## src/rtl/mdpc_defs.svh

```systemverilog
// Timing counts, controller numbers and reset values of the delay control block.
// Assumes a 100 MHz system clock and a MIDI link at its standard bit rate.
`ifndef MDPC_DEFS_SVH
`define MDPC_DEFS_SVH

`define MDPC_CLK_NS 10
`define MDPC_BAUD 31250
`define MDPC_BIT_CYC (1000000000 / (`MDPC_CLK_NS * `MDPC_BAUD))
`define MDPC_TICK_NS 10000
`define MDPC_TICK_CYC (`MDPC_TICK_NS / `MDPC_CLK_NS)
`define MDPC_FLASH_MS 50
`define MDPC_FLASH_TICKS (`MDPC_FLASH_MS * 1000000 / `MDPC_TICK_NS)

`define MDPC_CC_TIME_MSB 7'h0C
`define MDPC_CC_TIME_LSB 7'h2C
`define MDPC_CC_FB_MSB 7'h0D
`define MDPC_CC_FB_LSB 7'h2D
`define MDPC_CC_GLIDE_MSB 7'h05
`define MDPC_CC_GLIDE_LSB 7'h25
`define MDPC_CC_SPAN 7'h4A
`define MDPC_CC_EXTEND 7'h4B
`define MDPC_CC_SYNC 7'h4C
`define MDPC_CC_FRACTION 7'h4D
`define MDPC_CC_TONE 7'h59

`define MDPC_SHORT_MIN 20'h00DAC
`define MDPC_SHORT_SPAN 20'h08E94
`define MDPC_DEAD_BAND 14'h0040
`define MDPC_TONE_DARK_MIN 7'h2B
`define MDPC_TONE_BRIGHT_MIN 7'h56
`define MDPC_CLOCKS_PER_BEAT 5'h17
`define MDPC_RST_FRACTION 3'h4
`define MDPC_RST_GLIDE 14'h3FFF

`endif

```

## src/rtl/mdpc_pkg.sv

```systemverilog
// Types shared by the delay control block.
// Constants live in mdpc_defs.svh.
package mdpc_pkg;

  typedef enum logic [1:0] {MDPC_IDLE, MDPC_DATA1, MDPC_DATA2} mdpc_parse_t;

  typedef enum logic [1:0] {MDPC_TONE_AUTO, MDPC_TONE_DARK, MDPC_TONE_BRIGHT} mdpc_tone_t;

  typedef struct packed {
    logic red;
    logic green;
  } mdpc_lamp_t;

  typedef struct packed {
    logic [6:0] num;
    logic [6:0] val;
  } mdpc_cc_t;

endpackage

```

## src/rtl/mdpc_top.sv

```systemverilog
// Delay parameter control: MIDI control-change decoding, panel/MIDI arbitration, lamps.
// Assumes panel values and lamp events come from logic on sys_clk; midi_in is a raw pin.
`timescale 1ns/1ps
`include "mdpc_defs.svh"

module mdpc_top
  import mdpc_pkg::*;
#(
  parameter int BIT_CYC = `MDPC_BIT_CYC,
  parameter int TICK_CYC = `MDPC_TICK_CYC,
  parameter int FLASH_TICKS = `MDPC_FLASH_TICKS
)
(
  input wire logic sys_clk,
  input wire logic rst,
  input wire logic midi_in,
  input wire logic [3:0] midi_chan,
  input wire logic [13:0] panel_time,
  input wire logic [13:0] panel_feedback,
  input wire logic panel_span_long,
  input wire logic tap_to_time,
  input wire logic tap_to_rate,
  input wire logic tap_beat,
  input wire logic mod_wave_level,
  input wire logic mod_sync,
  input wire logic sig_present,
  input wire logic limit_start,
  input wire logic clipping,
  input wire logic engaged,
  output logic tempo_lock_switch,
  output logic span_select,
  output logic [13:0] feedback,
  output logic [13:0] glide_speed,
  output logic [6:0] length_extender,
  output logic [2:0] beat_fraction,
  output logic tone_dark,
  output logic [19:0] delay_time,
  output logic time_illegal,
  output mdpc_lamp_t echo_length_lamp,
  output mdpc_lamp_t modulator_lamp,
  output mdpc_lamp_t signal_meter_lamp,
  output logic message_lamp,
  output logic engage_switch_lamp
);

  if (TICK_CYC < 1 || TICK_CYC > 65535)
  begin : g_bad_tick_cyc
    $error("mdpc_top: TICK_CYC out of range");
  end

  ////////////////////////////////////////////////////////////
  // Byte receiver and 10 us tick
  logic [7:0] rx_byte;
  logic rx_valid;
  logic [15:0] tick_cnt;
  wire tick = (tick_cnt == 16'h0000);

  mdpc_rx #(.BIT_CYC(BIT_CYC)) u_rx (
    .sys_clk(sys_clk),
    .rst(rst),
    .midi_in(midi_in),
    .rx_byte(rx_byte),
    .rx_valid(rx_valid)
  );

  always_ff @(posedge sys_clk)
  begin
    if (rst || tick)
      tick_cnt <= 16'(TICK_CYC - 1);
    else
      tick_cnt <= tick_cnt - 16'h0001;
  end

  ////////////////////////////////////////////////////////////
  // Message parser with running status; real-time bytes pass through
  mdpc_parse_t state;
  logic [7:0] status;
  logic [6:0] data1;
  mdpc_cc_t cc;
  logic cc_valid;
  logic msg_done;
  logic clock_tick;

  wire is_status = rx_valid && rx_byte[7];
  wire is_data = rx_valid && !rx_byte[7];
  wire is_rt = is_status && (rx_byte[7:3] == 5'h1F);
  wire is_clock = is_rt && (rx_byte[2:0] == 3'h0);
  wire is_common = is_status && !is_rt && (rx_byte[7:4] == 4'hF);
  wire st_two = (status[7:4] != 4'hC) && (status[7:4] != 4'hD);
  wire st_chan = status[7] && (status[7:4] != 4'hF);
  wire st_cc = (status[7:4] == 4'hB) && (status[3:0] == midi_chan);

  always_ff @(posedge sys_clk)
  begin
    if (rst)
    begin
      state <= MDPC_IDLE;
      status <= 8'h00;
      data1 <= 7'h00;
      cc <= '0;
      cc_valid <= 1'b0;
      msg_done <= 1'b0;
      clock_tick <= 1'b0;
    end
    else
    begin
      cc_valid <= 1'b0;
      clock_tick <= is_clock;
      msg_done <= (is_rt && !is_clock) || is_common;
      if (is_status && !is_rt)
      begin
        status <= is_common ? 8'h00 : rx_byte;
        state <= is_common ? MDPC_IDLE : MDPC_DATA1;
      end
      else if (is_data)
      begin
        unique case (state)
          MDPC_IDLE:
          begin
            if (st_chan)
            begin
              data1 <= rx_byte[6:0];
              state <= st_two ? MDPC_DATA2 : MDPC_DATA1;
              msg_done <= !st_two;
            end
          end
          MDPC_DATA1:
          begin
            data1 <= rx_byte[6:0];
            state <= st_two ? MDPC_DATA2 : MDPC_DATA1;
            msg_done <= !st_two;
          end
          MDPC_DATA2:
          begin
            state <= MDPC_DATA1;
            msg_done <= 1'b1;
            cc <= '{num: data1, val: rx_byte[6:0]};
            cc_valid <= st_cc;
          end
        endcase
      end
    end
  end

  ////////////////////////////////////////////////////////////
  // Controller decode; unassigned numbers match nothing
  wire wr_time_m = cc_valid && cc.num == `MDPC_CC_TIME_MSB;
  wire wr_time_l = cc_valid && cc.num == `MDPC_CC_TIME_LSB;
  wire wr_fb_m = cc_valid && cc.num == `MDPC_CC_FB_MSB;
  wire wr_fb_l = cc_valid && cc.num == `MDPC_CC_FB_LSB;
  wire wr_gl_m = cc_valid && cc.num == `MDPC_CC_GLIDE_MSB;
  wire wr_gl_l = cc_valid && cc.num == `MDPC_CC_GLIDE_LSB;
  wire wr_span = cc_valid && cc.num == `MDPC_CC_SPAN;
  wire wr_ext = cc_valid && cc.num == `MDPC_CC_EXTEND;
  wire wr_sync = cc_valid && cc.num == `MDPC_CC_SYNC;
  wire wr_frac = cc_valid && cc.num == `MDPC_CC_FRACTION;
  wire wr_tone = cc_valid && cc.num == `MDPC_CC_TONE;

  logic [6:0] time_msb;
  logic [6:0] fb_msb;
  logic [6:0] gl_msb;
  logic [13:0] midi_time;
  logic [13:0] midi_fb;
  logic midi_span;
  mdpc_tone_t tone;

  // Upper halves wait; the lower half commits the joined value
  wire [13:0] joined_time = {time_msb, cc.val};
  wire [13:0] joined_fb = {fb_msb, cc.val};
  wire [13:0] joined_gl = {gl_msb, cc.val};

  always_ff @(posedge sys_clk)
  begin
    if (rst)
    begin
      time_msb <= 7'h00;
      fb_msb <= 7'h00;
      gl_msb <= 7'h00;
      midi_time <= 14'h0000;
      midi_fb <= 14'h0000;
      midi_span <= 1'b0;
      glide_speed <= `MDPC_RST_GLIDE;
      length_extender <= 7'h00;
      tempo_lock_switch <= 1'b0;
      beat_fraction <= `MDPC_RST_FRACTION;
      tone <= MDPC_TONE_AUTO;
    end
    else
    begin
      if (wr_time_m)
        time_msb <= cc.val;
      if (wr_fb_m)
        fb_msb <= cc.val;
      if (wr_gl_m)
        gl_msb <= cc.val;
      if (wr_time_l)
        midi_time <= joined_time;
      if (wr_fb_l)
        midi_fb <= joined_fb;
      if (wr_gl_l)
        glide_speed <= joined_gl;
      if (wr_span)
        midi_span <= cc.val[6];
      if (wr_ext)
        length_extender <= cc.val;
      if (wr_sync)
        tempo_lock_switch <= cc.val[6];
      // Time writes select the fraction while locked
      if (wr_frac)
        beat_fraction <= cc.val[6:4];
      else if (wr_time_l && tempo_lock_switch)
        beat_fraction <= joined_time[13:11];
      if (wr_tone)
        tone <= (cc.val >= `MDPC_TONE_BRIGHT_MIN) ? MDPC_TONE_BRIGHT :
                (cc.val >= `MDPC_TONE_DARK_MIN) ? MDPC_TONE_DARK : MDPC_TONE_AUTO;
    end
  end

  ////////////////////////////////////////////////////////////
  // Panel/MIDI ownership: last mover wins; MIDI set wins a same-cycle tie
  logic [13:0] last_time;
  logic [13:0] last_fb;
  logic last_span;
  logic own_time;
  logic own_fb;
  logic own_span;

  wire [13:0] dt = (panel_time > last_time) ? panel_time - last_time : last_time - panel_time;
  wire [13:0] df = (panel_feedback > last_fb) ? panel_feedback - last_fb
                                              : last_fb - panel_feedback;
  wire mv_time = dt > `MDPC_DEAD_BAND;
  wire mv_fb = df > `MDPC_DEAD_BAND;
  wire mv_span = panel_span_long != last_span;

  always_ff @(posedge sys_clk)
  begin
    if (rst)
    begin
      last_time <= 14'h0000;
      last_fb <= 14'h0000;
      last_span <= 1'b0;
      own_time <= 1'b0;
      own_fb <= 1'b0;
      own_span <= 1'b0;
    end
    else
    begin
      if (mv_time)
        last_time <= panel_time;
      if (mv_fb)
        last_fb <= panel_feedback;
      last_span <= panel_span_long;
      own_time <= wr_time_l || (own_time && !mv_time);
      own_fb <= wr_fb_l || (own_fb && !mv_fb);
      own_span <= wr_span || (own_span && !mv_span);
    end
  end

  wire [13:0] time_set = own_time ? midi_time : last_time;
  wire span_long = own_span ? midi_span : last_span;
  wire next_dark = (tone == MDPC_TONE_AUTO) ? span_long : (tone == MDPC_TONE_DARK);

  ////////////////////////////////////////////////////////////
  // Delay target in 10 us units
  wire [33:0] scaled = 34'(time_set) * 34'(`MDPC_SHORT_SPAN);
  wire [19:0] short_time = `MDPC_SHORT_MIN + 20'(scaled[33:14]);
  wire [19:0] span_time = span_long ? {short_time[18:0], 1'b0} : short_time;
  wire [22:0] ext_time = 23'(span_time) * 23'({1'b0, length_extender[6:5]} + 3'h1);
  wire [19:0] manual_time = ext_time[22:20] != 3'h0 ? 20'hFFFFF : ext_time[19:0];

  // MIDI clock period measured in ticks, 24 clocks per beat
  logic [15:0] period_cnt;
  logic [15:0] period;
  logic [4:0] clk_phase;
  wire beat = clock_tick && clk_phase == 5'h00;

  always_ff @(posedge sys_clk)
  begin
    if (rst)
    begin
      period_cnt <= 16'h0000;
      period <= 16'h0000;
      clk_phase <= 5'h00;
    end
    else if (clock_tick)
    begin
      period <= period_cnt;
      period_cnt <= 16'h0000;
      clk_phase <= clk_phase == `MDPC_CLOCKS_PER_BEAT ? 5'h00 : clk_phase + 5'h01;
    end
    else if (tick && period_cnt != 16'hFFFF)
      period_cnt <= period_cnt + 16'h0001;
  end

  function automatic logic [6:0] frac_clocks(input logic [2:0] sel);
    unique case (sel)
      3'h0: frac_clocks = 7'h60;
      3'h1: frac_clocks = 7'h48;
      3'h2: frac_clocks = 7'h30;
      3'h3: frac_clocks = 7'h24;
      3'h4: frac_clocks = 7'h18;
      3'h5: frac_clocks = 7'h12;
      3'h6: frac_clocks = 7'h0C;
      3'h7: frac_clocks = 7'h06;
    endcase
  endfunction

  wire [22:0] sync_full = 23'(period) * 23'(frac_clocks(beat_fraction));
  wire [19:0] sync_time = sync_full[22:20] != 3'h0 ? 20'hFFFFF : sync_full[19:0];
  wire [19:0] target = tempo_lock_switch ? sync_time : manual_time;
  wire [19:0] step = {6'h00, glide_speed} + 20'h00001;
  wire [19:0] gap = (target > delay_time) ? target - delay_time : delay_time - target;
  wire [19:0] next_delay = gap <= step ? target :
                           (target > delay_time) ? delay_time + step : delay_time - step;

  always_ff @(posedge sys_clk)
  begin
    if (rst)
    begin
      feedback <= 14'h0000;
      span_select <= 1'b0;
      tone_dark <= 1'b0;
      delay_time <= `MDPC_SHORT_MIN;
      time_illegal <= 1'b0;
    end
    else
    begin
      feedback <= own_fb ? midi_fb : last_fb;
      span_select <= span_long;
      tone_dark <= next_dark;
      time_illegal <= !tempo_lock_switch && length_extender[6:5] != 2'h0 &&
                      manual_time > {span_time[18:0], 1'b0};
      if (tick)
        delay_time <= next_delay;
    end
  end

  ////////////////////////////////////////////////////////////
  // Lamps
  logic [19:0] rate_cnt;
  wire time_beat = tick && rate_cnt >= delay_time;

  always_ff @(posedge sys_clk)
  begin
    if (rst || time_beat)
      rate_cnt <= 20'h00000;
    else if (tick)
      rate_cnt <= rate_cnt + 20'h00001;
  end

  logic [5:0] flash;
  logic [5:0] fire;
  logic tap_time_q;
  logic tap_rate_q;

  always_ff @(posedge sys_clk)
  begin
    if (rst)
    begin
      tap_time_q <= 1'b0;
      tap_rate_q <= 1'b0;
    end
    else
    begin
      tap_time_q <= tap_to_time;
      tap_rate_q <= tap_to_rate;
    end
  end

  assign fire[0] = time_beat && !tempo_lock_switch && !tap_to_time;
  assign fire[1] = (tap_to_time && !tap_time_q) || (tap_beat && tap_to_time);
  assign fire[2] = beat;
  assign fire[3] = (tap_to_rate && !tap_rate_q) || (tap_beat && tap_to_rate);
  assign fire[4] = limit_start;
  assign fire[5] = msg_done;

  genvar gi;
  generate
    for (gi = 0; gi < 6; gi++)
    begin : g_flash
      mdpc_flash #(.LEN(FLASH_TICKS)) u_flash (
        .sys_clk(sys_clk),
        .rst(rst),
        .tick(tick),
        .trigger(fire[gi]),
        .lit(flash[gi])
      );
    end
  endgenerate

  wire lock_lit = flash[2] && tempo_lock_switch;
  wire mod_lock_lit = flash[2] && mod_sync;
  wire mod_red = mod_wave_level && !mod_sync && !tap_to_rate;

  always_ff @(posedge sys_clk)
  begin
    if (rst)
    begin
      echo_length_lamp <= '0;
      modulator_lamp <= '0;
      signal_meter_lamp <= '0;
      message_lamp <= 1'b0;
      engage_switch_lamp <= 1'b0;
    end
    else
    begin
      echo_length_lamp <= '{red: flash[0] || lock_lit, green: flash[1] || lock_lit};
      modulator_lamp <= '{red: mod_red || mod_lock_lit,
                          green: flash[3] || mod_lock_lit};
      signal_meter_lamp <= '{red: clipping || flash[4],
                             green: !clipping && (sig_present || flash[4])};
      message_lamp <= flash[5];
      engage_switch_lamp <= engaged;
    end
  end

endmodule

```

## src/rtl/mdpc_rx.sv

```systemverilog
// Serial MIDI byte receiver: 8 data bits, one stop bit, idle high.
// Assumes the serial pin is asynchronous to sys_clk.
`timescale 1ns/1ps
`include "mdpc_defs.svh"

module mdpc_rx
  import mdpc_pkg::*;
#(
  parameter int BIT_CYC = `MDPC_BIT_CYC
)
(
  input wire logic sys_clk,
  input wire logic rst,
  input wire logic midi_in,
  output logic [7:0] rx_byte,
  output logic rx_valid
);

  if (BIT_CYC < 4 || BIT_CYC > 65535)
  begin : g_bad_bit_cyc
    $error("mdpc_rx: BIT_CYC out of range");
  end

  logic [2:0] sync;
  logic line;
  logic busy;
  logic [15:0] cnt;
  logic [3:0] bitn;
  logic [8:0] shift;

  wire agree = (sync[1] == sync[2]);
  wire cnt_done = (cnt == 16'h0000);
  wire start_seen = !busy && !line;

  ////////////////////////////////////////////////////////////
  always_ff @(posedge sys_clk)
  begin
    if (rst)
    begin
      sync <= 3'h7;
      line <= 1'b1;
    end
    else
    begin
      sync <= {sync[1:0], midi_in};
      if (agree)
        line <= sync[2];
    end
  end

  // Sample in mid-bit: half a bit after the start edge, then whole bits
  always_ff @(posedge sys_clk)
  begin
    if (rst)
    begin
      busy <= 1'b0;
      cnt <= 16'h0000;
      bitn <= 4'h0;
      shift <= 9'h000;
      rx_byte <= 8'h00;
      rx_valid <= 1'b0;
    end
    else
    begin
      rx_valid <= 1'b0;
      if (start_seen)
      begin
        busy <= 1'b1;
        cnt <= 16'(BIT_CYC / 2);
        bitn <= 4'h0;
      end
      else if (busy && cnt_done)
      begin
        cnt <= 16'(BIT_CYC - 1);
        bitn <= bitn + 4'h1;
        shift <= {line, shift[8:1]};
        if (bitn == 4'h0 && line)
          busy <= 1'b0;
        else if (bitn == 4'h9)
        begin
          busy <= 1'b0;
          rx_byte <= shift[8:1];
          rx_valid <= line;
        end
      end
      else if (busy)
        cnt <= cnt - 16'h0001;
    end
  end

endmodule

```

## src/rtl/mdpc_flash.sv

```systemverilog
// One-shot lamp flash: holds its output for LEN ticks after a trigger.
// Assumes trigger and tick come from logic on sys_clk.
`timescale 1ns/1ps
`include "mdpc_defs.svh"

module mdpc_flash
  import mdpc_pkg::*;
#(
  parameter int LEN = `MDPC_FLASH_TICKS
)
(
  input wire logic sys_clk,
  input wire logic rst,
  input wire logic tick,
  input wire logic trigger,
  output logic lit
);

  if (LEN < 1 || LEN > 65535)
  begin : g_bad_len
    $error("mdpc_flash: LEN out of range");
  end

  logic [15:0] left;

  always_ff @(posedge sys_clk)
  begin
    if (rst)
    begin
      left <= 16'h0000;
      lit <= 1'b0;
    end
    else
    begin
      if (trigger)
        left <= 16'(LEN);
      else if (tick && left != 16'h0000)
        left <= left - 16'h0001;
      lit <= trigger || (left != 16'h0000);
    end
  end

endmodule

```

## config.mk

```make
export PLATFORM = sky130hd
export DESIGN_NAME = mdpc_top
export DESIGN_NICKNAME = d
export VERILOG_FILES = /design/src/rtl/mdpc_pkg.sv /design/src/rtl/mdpc_top.sv /design/src/rtl/mdpc_rx.sv /design/src/rtl/mdpc_flash.sv
export VERILOG_INCLUDE_DIRS = /design/src /design/src/rtl
export SDC_FILE = /design/constraint.sdc
export NUM_CORES = 2
export LEC_CHECK = 0
export BUFFER_PORTS_ARGS = -buffer_cell sky130_fd_sc_hd__buf_2
export CAP_MARGIN = 20
export CORE_MARGIN = 8
export CORE_UTILIZATION = 40
export DETAILED_ROUTE_END_ITERATION = 6
export SETUP_SLACK_MARGIN = 0.4
export SYNTH_ARGS = -nofsm -noshare
export SYNTH_HDL_FRONTEND = slang
export SYNTH_HIERARCHICAL = 1
export SYNTH_SLANG_ARGS = --single-unit
```

## constraint.sdc

```tcl
create_clock -name sys_clk -period 25.2 [get_ports sys_clk]
set_input_delay 2.52 -clock sys_clk [delete_from_list [all_inputs] [get_ports sys_clk]]
set_output_delay 2.52 -clock sys_clk [all_outputs]
set_load 0.03 [all_outputs]
```

==> results.json <==
{
  "yosys_most_used_dff": "dfxtp_1",
  "startpoint": "own_time",
  "synth_edf_count": 0,
  "slowest_delay_ns": 0.75,
  "dieArea_um2": 98400,
  "io_buffers": 114,
  "final_util_pct": 43.9,
  "crit_path_start_kind": "register",
  "cts_buffers": 52,
  "die_width_um": 314,
  "violations": "design-rule violations",
  "hpwlAfterDp_um": 74700,
  "syn2layout_area_growth_pct": 8.95,
  "die_height_um": 314,
  "h-tree-depth": 2,
  "worstSetupEndpoint": "delay_time[8]",
  "fin_crit_sh_pct": 66.1,
  "final_cells": 5637,
  "worst_pin_slew_ns": 0.989,
  "setup_violations": 0,
  "place_congestion": 0.904,
  "antenna_found_initial": 1,
  "min_from": "u_rx/sync[0]",
  "whs_ns": 0.410,
  "vias": 31400,
  "ios": 115,
  "clkTransAtPathRegs_ns": 0.06,
  "ys_warn_count": 6,
  "syn_nets": 4961,
  "final_area_um2": 38600,
  "rsz0062_at_grt": "false",
  "grt_pass1_wl_um": 160000,
  "post-cts-setup-buffer-count": 0,
  "synthCells": 4419,
  "timing.rr.end": "delay_time[8]",
  "wl_um": 97900,
  "r2r_slack_ns": 8.54,
  "fin_skew_ns": 0.0254,
  "slew_headroom_pct": 33.3,
  "cts.sinks": 413,
  "ir_drop_v": 0.000139,
  "ys_types": 102,
  "grt_usage_pct": 19.2,
  "place_area_um2": 36900,
  "power.internal_mw": 2.18,
  "crit_family": "compound AO/OA/AOI/OAI gates",
  "yosys_register_bits": 413,
  "fin_tns_setup_ns": 0,
  "pwr_density_cell_nw_per_um2": 106,
  "sequentialPowerShare_pct": 16.3,
  "crit_arrival_ns": 17.15,
  "drt_iter0_markers": 1979,
  "required_ns": 25.69,
  "drc": 1,
  "clk_path_buf_depth": 3,
  "initial_core_util_pct": 40.3,
  "synthArstFlopShare_pct": 0,
  "combPwrFrac_pct": 65.0,
  "synthesis.area_um2": 35500,
  "grt_pass1_vias": 30100,
  "hold_viol": 0,
  "drive_gt1_share_pct": 8.37,
  "dp.cells": 5541,
  "fmax_mhz": 60.0,
  "swShare_pct": 46.7,
  "p_leak_nw": 17.2,
  "postRouteAntennaNets": 0,
  "cap_violations": 0,
  "slowest_stage": "or4_1",
  "core-area_um2": 88100,
  "p_sw_mw": 1.91,
  "wire_per_inst_um": 17.4,
  "syn_avg_cell_area_um2": 8.03,
  "grt_max_degree": 82,
  "worstPathMaxFanout": 29,
  "outcome": "finished with violations",
  "worst-setup-path-type": "register to register",
  "endpoint_kind": "register",
  "grt-ovfl-total": 0,
  "hold_class": "register to register",
  "finalNetCount": 4973,
  "reg2regPathDepth": 58,
  "slew_viol_final": 0,
  "rr_startpoint": "own_time",
  "cts_resized": 0,
  "cp.depth": 58,
  "drt-pass1-iter-count": 7,
  "ys_seq_area_share_pct": 23.3,
  "critical_path_buf_inv_count": 8,
  "viasPerCell": 5.57,
  "clkPwrFrac_pct": 18.7,
  "cts_tree": "built",
  "ctsHoldBuffers": 0,
  "timing.final.crit_period_ns": 16.66,
  "cts_root_buffer": "clkbuf_16",
  "clock_latency_ns": 0.62,
  "rows": 109
}
logic make-up (layout without fill, tap and decap cells):
logic type / after synthesis / in the layout / synth area share, %
adders and majority gates: 497 / 497 / 20.2
and+or+nand+nor: 1619 / 1619 / 23.5
muxes: 131 / 131 / 3.72
xor gates and xnor gates: 161 / 161 / 3.98
DFF: 413 / 413 / 23.3
AOI/OAI and AO/OA: 1015 / 1015 / 18.6
other: 0 / 1 / 0
buffers and inverters: 583 / 635 / 6.67
routing by layer:
layer / GRT usage, % / vias to the layer above / share of wire [%]
met4: 5.41 / 0 / 2.6
met2: 32.2 / 628 / 46
met3: 2.85 / 141 / 4.7
met5: 0 / - / 0
li1: - / 15600 / -
met1: 25.7 / 15000 / 47
cell type report:
class / count / area, um^2
repair buffers: 143 / 805
inverters: 398 / 1490
multi-input cells: 3423 / 24900
fillers: 8905 / 49500
clock inverters: 25 / 274
well taps: 1165 / 1460
diodes: 1 / 2.50
clock buffers: 69 / 1490
flip-flops and latches: 413 / 8270
worst min path at each step:
stage / end / cells after the start
2_1_floorplan: tick_cnt[0] / 1
3_3_place_gp: tick_cnt[0] / 1
3_5_place_dp: u_rx/sync[1] / 1
4_1_cts: u_rx/sync[1] / 1
5_1_grt: u_rx/sync[1] / 1
6_report: u_rx/sync[1] / 1
synthesized netlist by cell type (all sizes together), types with 16 or more instances:
cell / count / area share (%)
xnor2: 94 / 2.3
ha: 371 / 13
nor2: 344 / 3.6
mux2i: 124 / 3.5
a21o: 85 / 1.8
nand2b: 42 / 0.74
o21a: 40 / 0.85
o31ai: 41 / 0.87
nor4: 57 / 1.1
or2: 26 / 0.46
nor2b: 35 / 0.62
and4: 16 / 0.40
nor3: 97 / 1.5
o21ai: 182 / 2.6
nand2: 505 / 5.3
nand4: 48 / 0.93
a2111oi: 18 / 0.76
or4: 55 / 1.4
and2: 49 / 0.87
a31oi: 59 / 1.1
or3: 67 / 1.2
o211ai: 28 / 0.61
dfxtp: 413 / 23
a21oi: 358 / 5.1
nand3b: 23 / 0.49
clkbuf: 115 / 1.2
inv: 397 / 4.2
fa: 126 / 7.1
nand3: 140 / 2.0
buf: 70 / 1.2
a211oi: 25 / 0.54
xor2: 67 / 1.7
and3: 46 / 0.83
a21boi: 16 / 0.34
metrics by stage:
stage	total power, mW	setup WS, ns
final	4.10	8.54
after global routing	4.47	7.28
after CTS	4.09	8.72
after detailed placement	3.29	8.78
after global placement	3.30	9.16
after floorplan	2.74	10.94
cells in the final DEF (no fill, tap or decap), types with 27 or more instances in the layout:
cell type,n
a21o_1,85
a21oi_1,355
a31oi_1,58
and2_1,45
and3_1,40
buf_2,113
buf_4,28
clkbuf_16,53
dfxtp_1,413
fa_1,126
ha_1,371
inv_1,395
mux2i_1,123
nand2_1,505
nand2b_1,42
nand3_1,140
nand4_1,46
nor2_1,344
nor2b_1,35
nor3_1,90
nor4_1,54
o211ai_1,27
o21a_1,40
o21ai_0,176
o31ai_1,40
or3_1,61
xnor2_1,94
xor2_1,67
power groups by stage:
stage	logic [mW]	registers (mW)	clock network [mW]
after CTS	2.63	0.668	0.790
final	2.66	0.668	0.765
after global placement	2.62	0.682	0
after detailed placement	2.61	0.683	0
after global routing	2.99	0.669	0.812
after floorplan	2.05	0.683	0
worst reg2reg max path: cells and delay by family (launching register included):
kind	cells	cell delay [ns]
mux	2	0.44
compound gates	21	5.18
simple gates	15	4.11
fa+ha+maj	12	5.00
buf+inv	8	1.10
flops	1	0.69
state kept, by name (all words and copies together) (netlist names), 6 cells and up, named ones only:
signal	flops
tick_cnt	16
time_msb	7
period_cnt	16
u_rx/shift	8
g_flash.u_flash/lit	6
status	8
u_rx/cnt	16
last_time	14
feedback	14
g_flash.u_flash/left	96
midi_fb	14
cc	14
gl_msb	7
u_rx/rx_byte	8
fb_msb	7
period	16
last_fb	14
length_extender	7
delay_time	20
rate_cnt	20
glide_speed	14
midi_time	14
data1	7
Note: power is estimated with default switching activity, not from simulation.
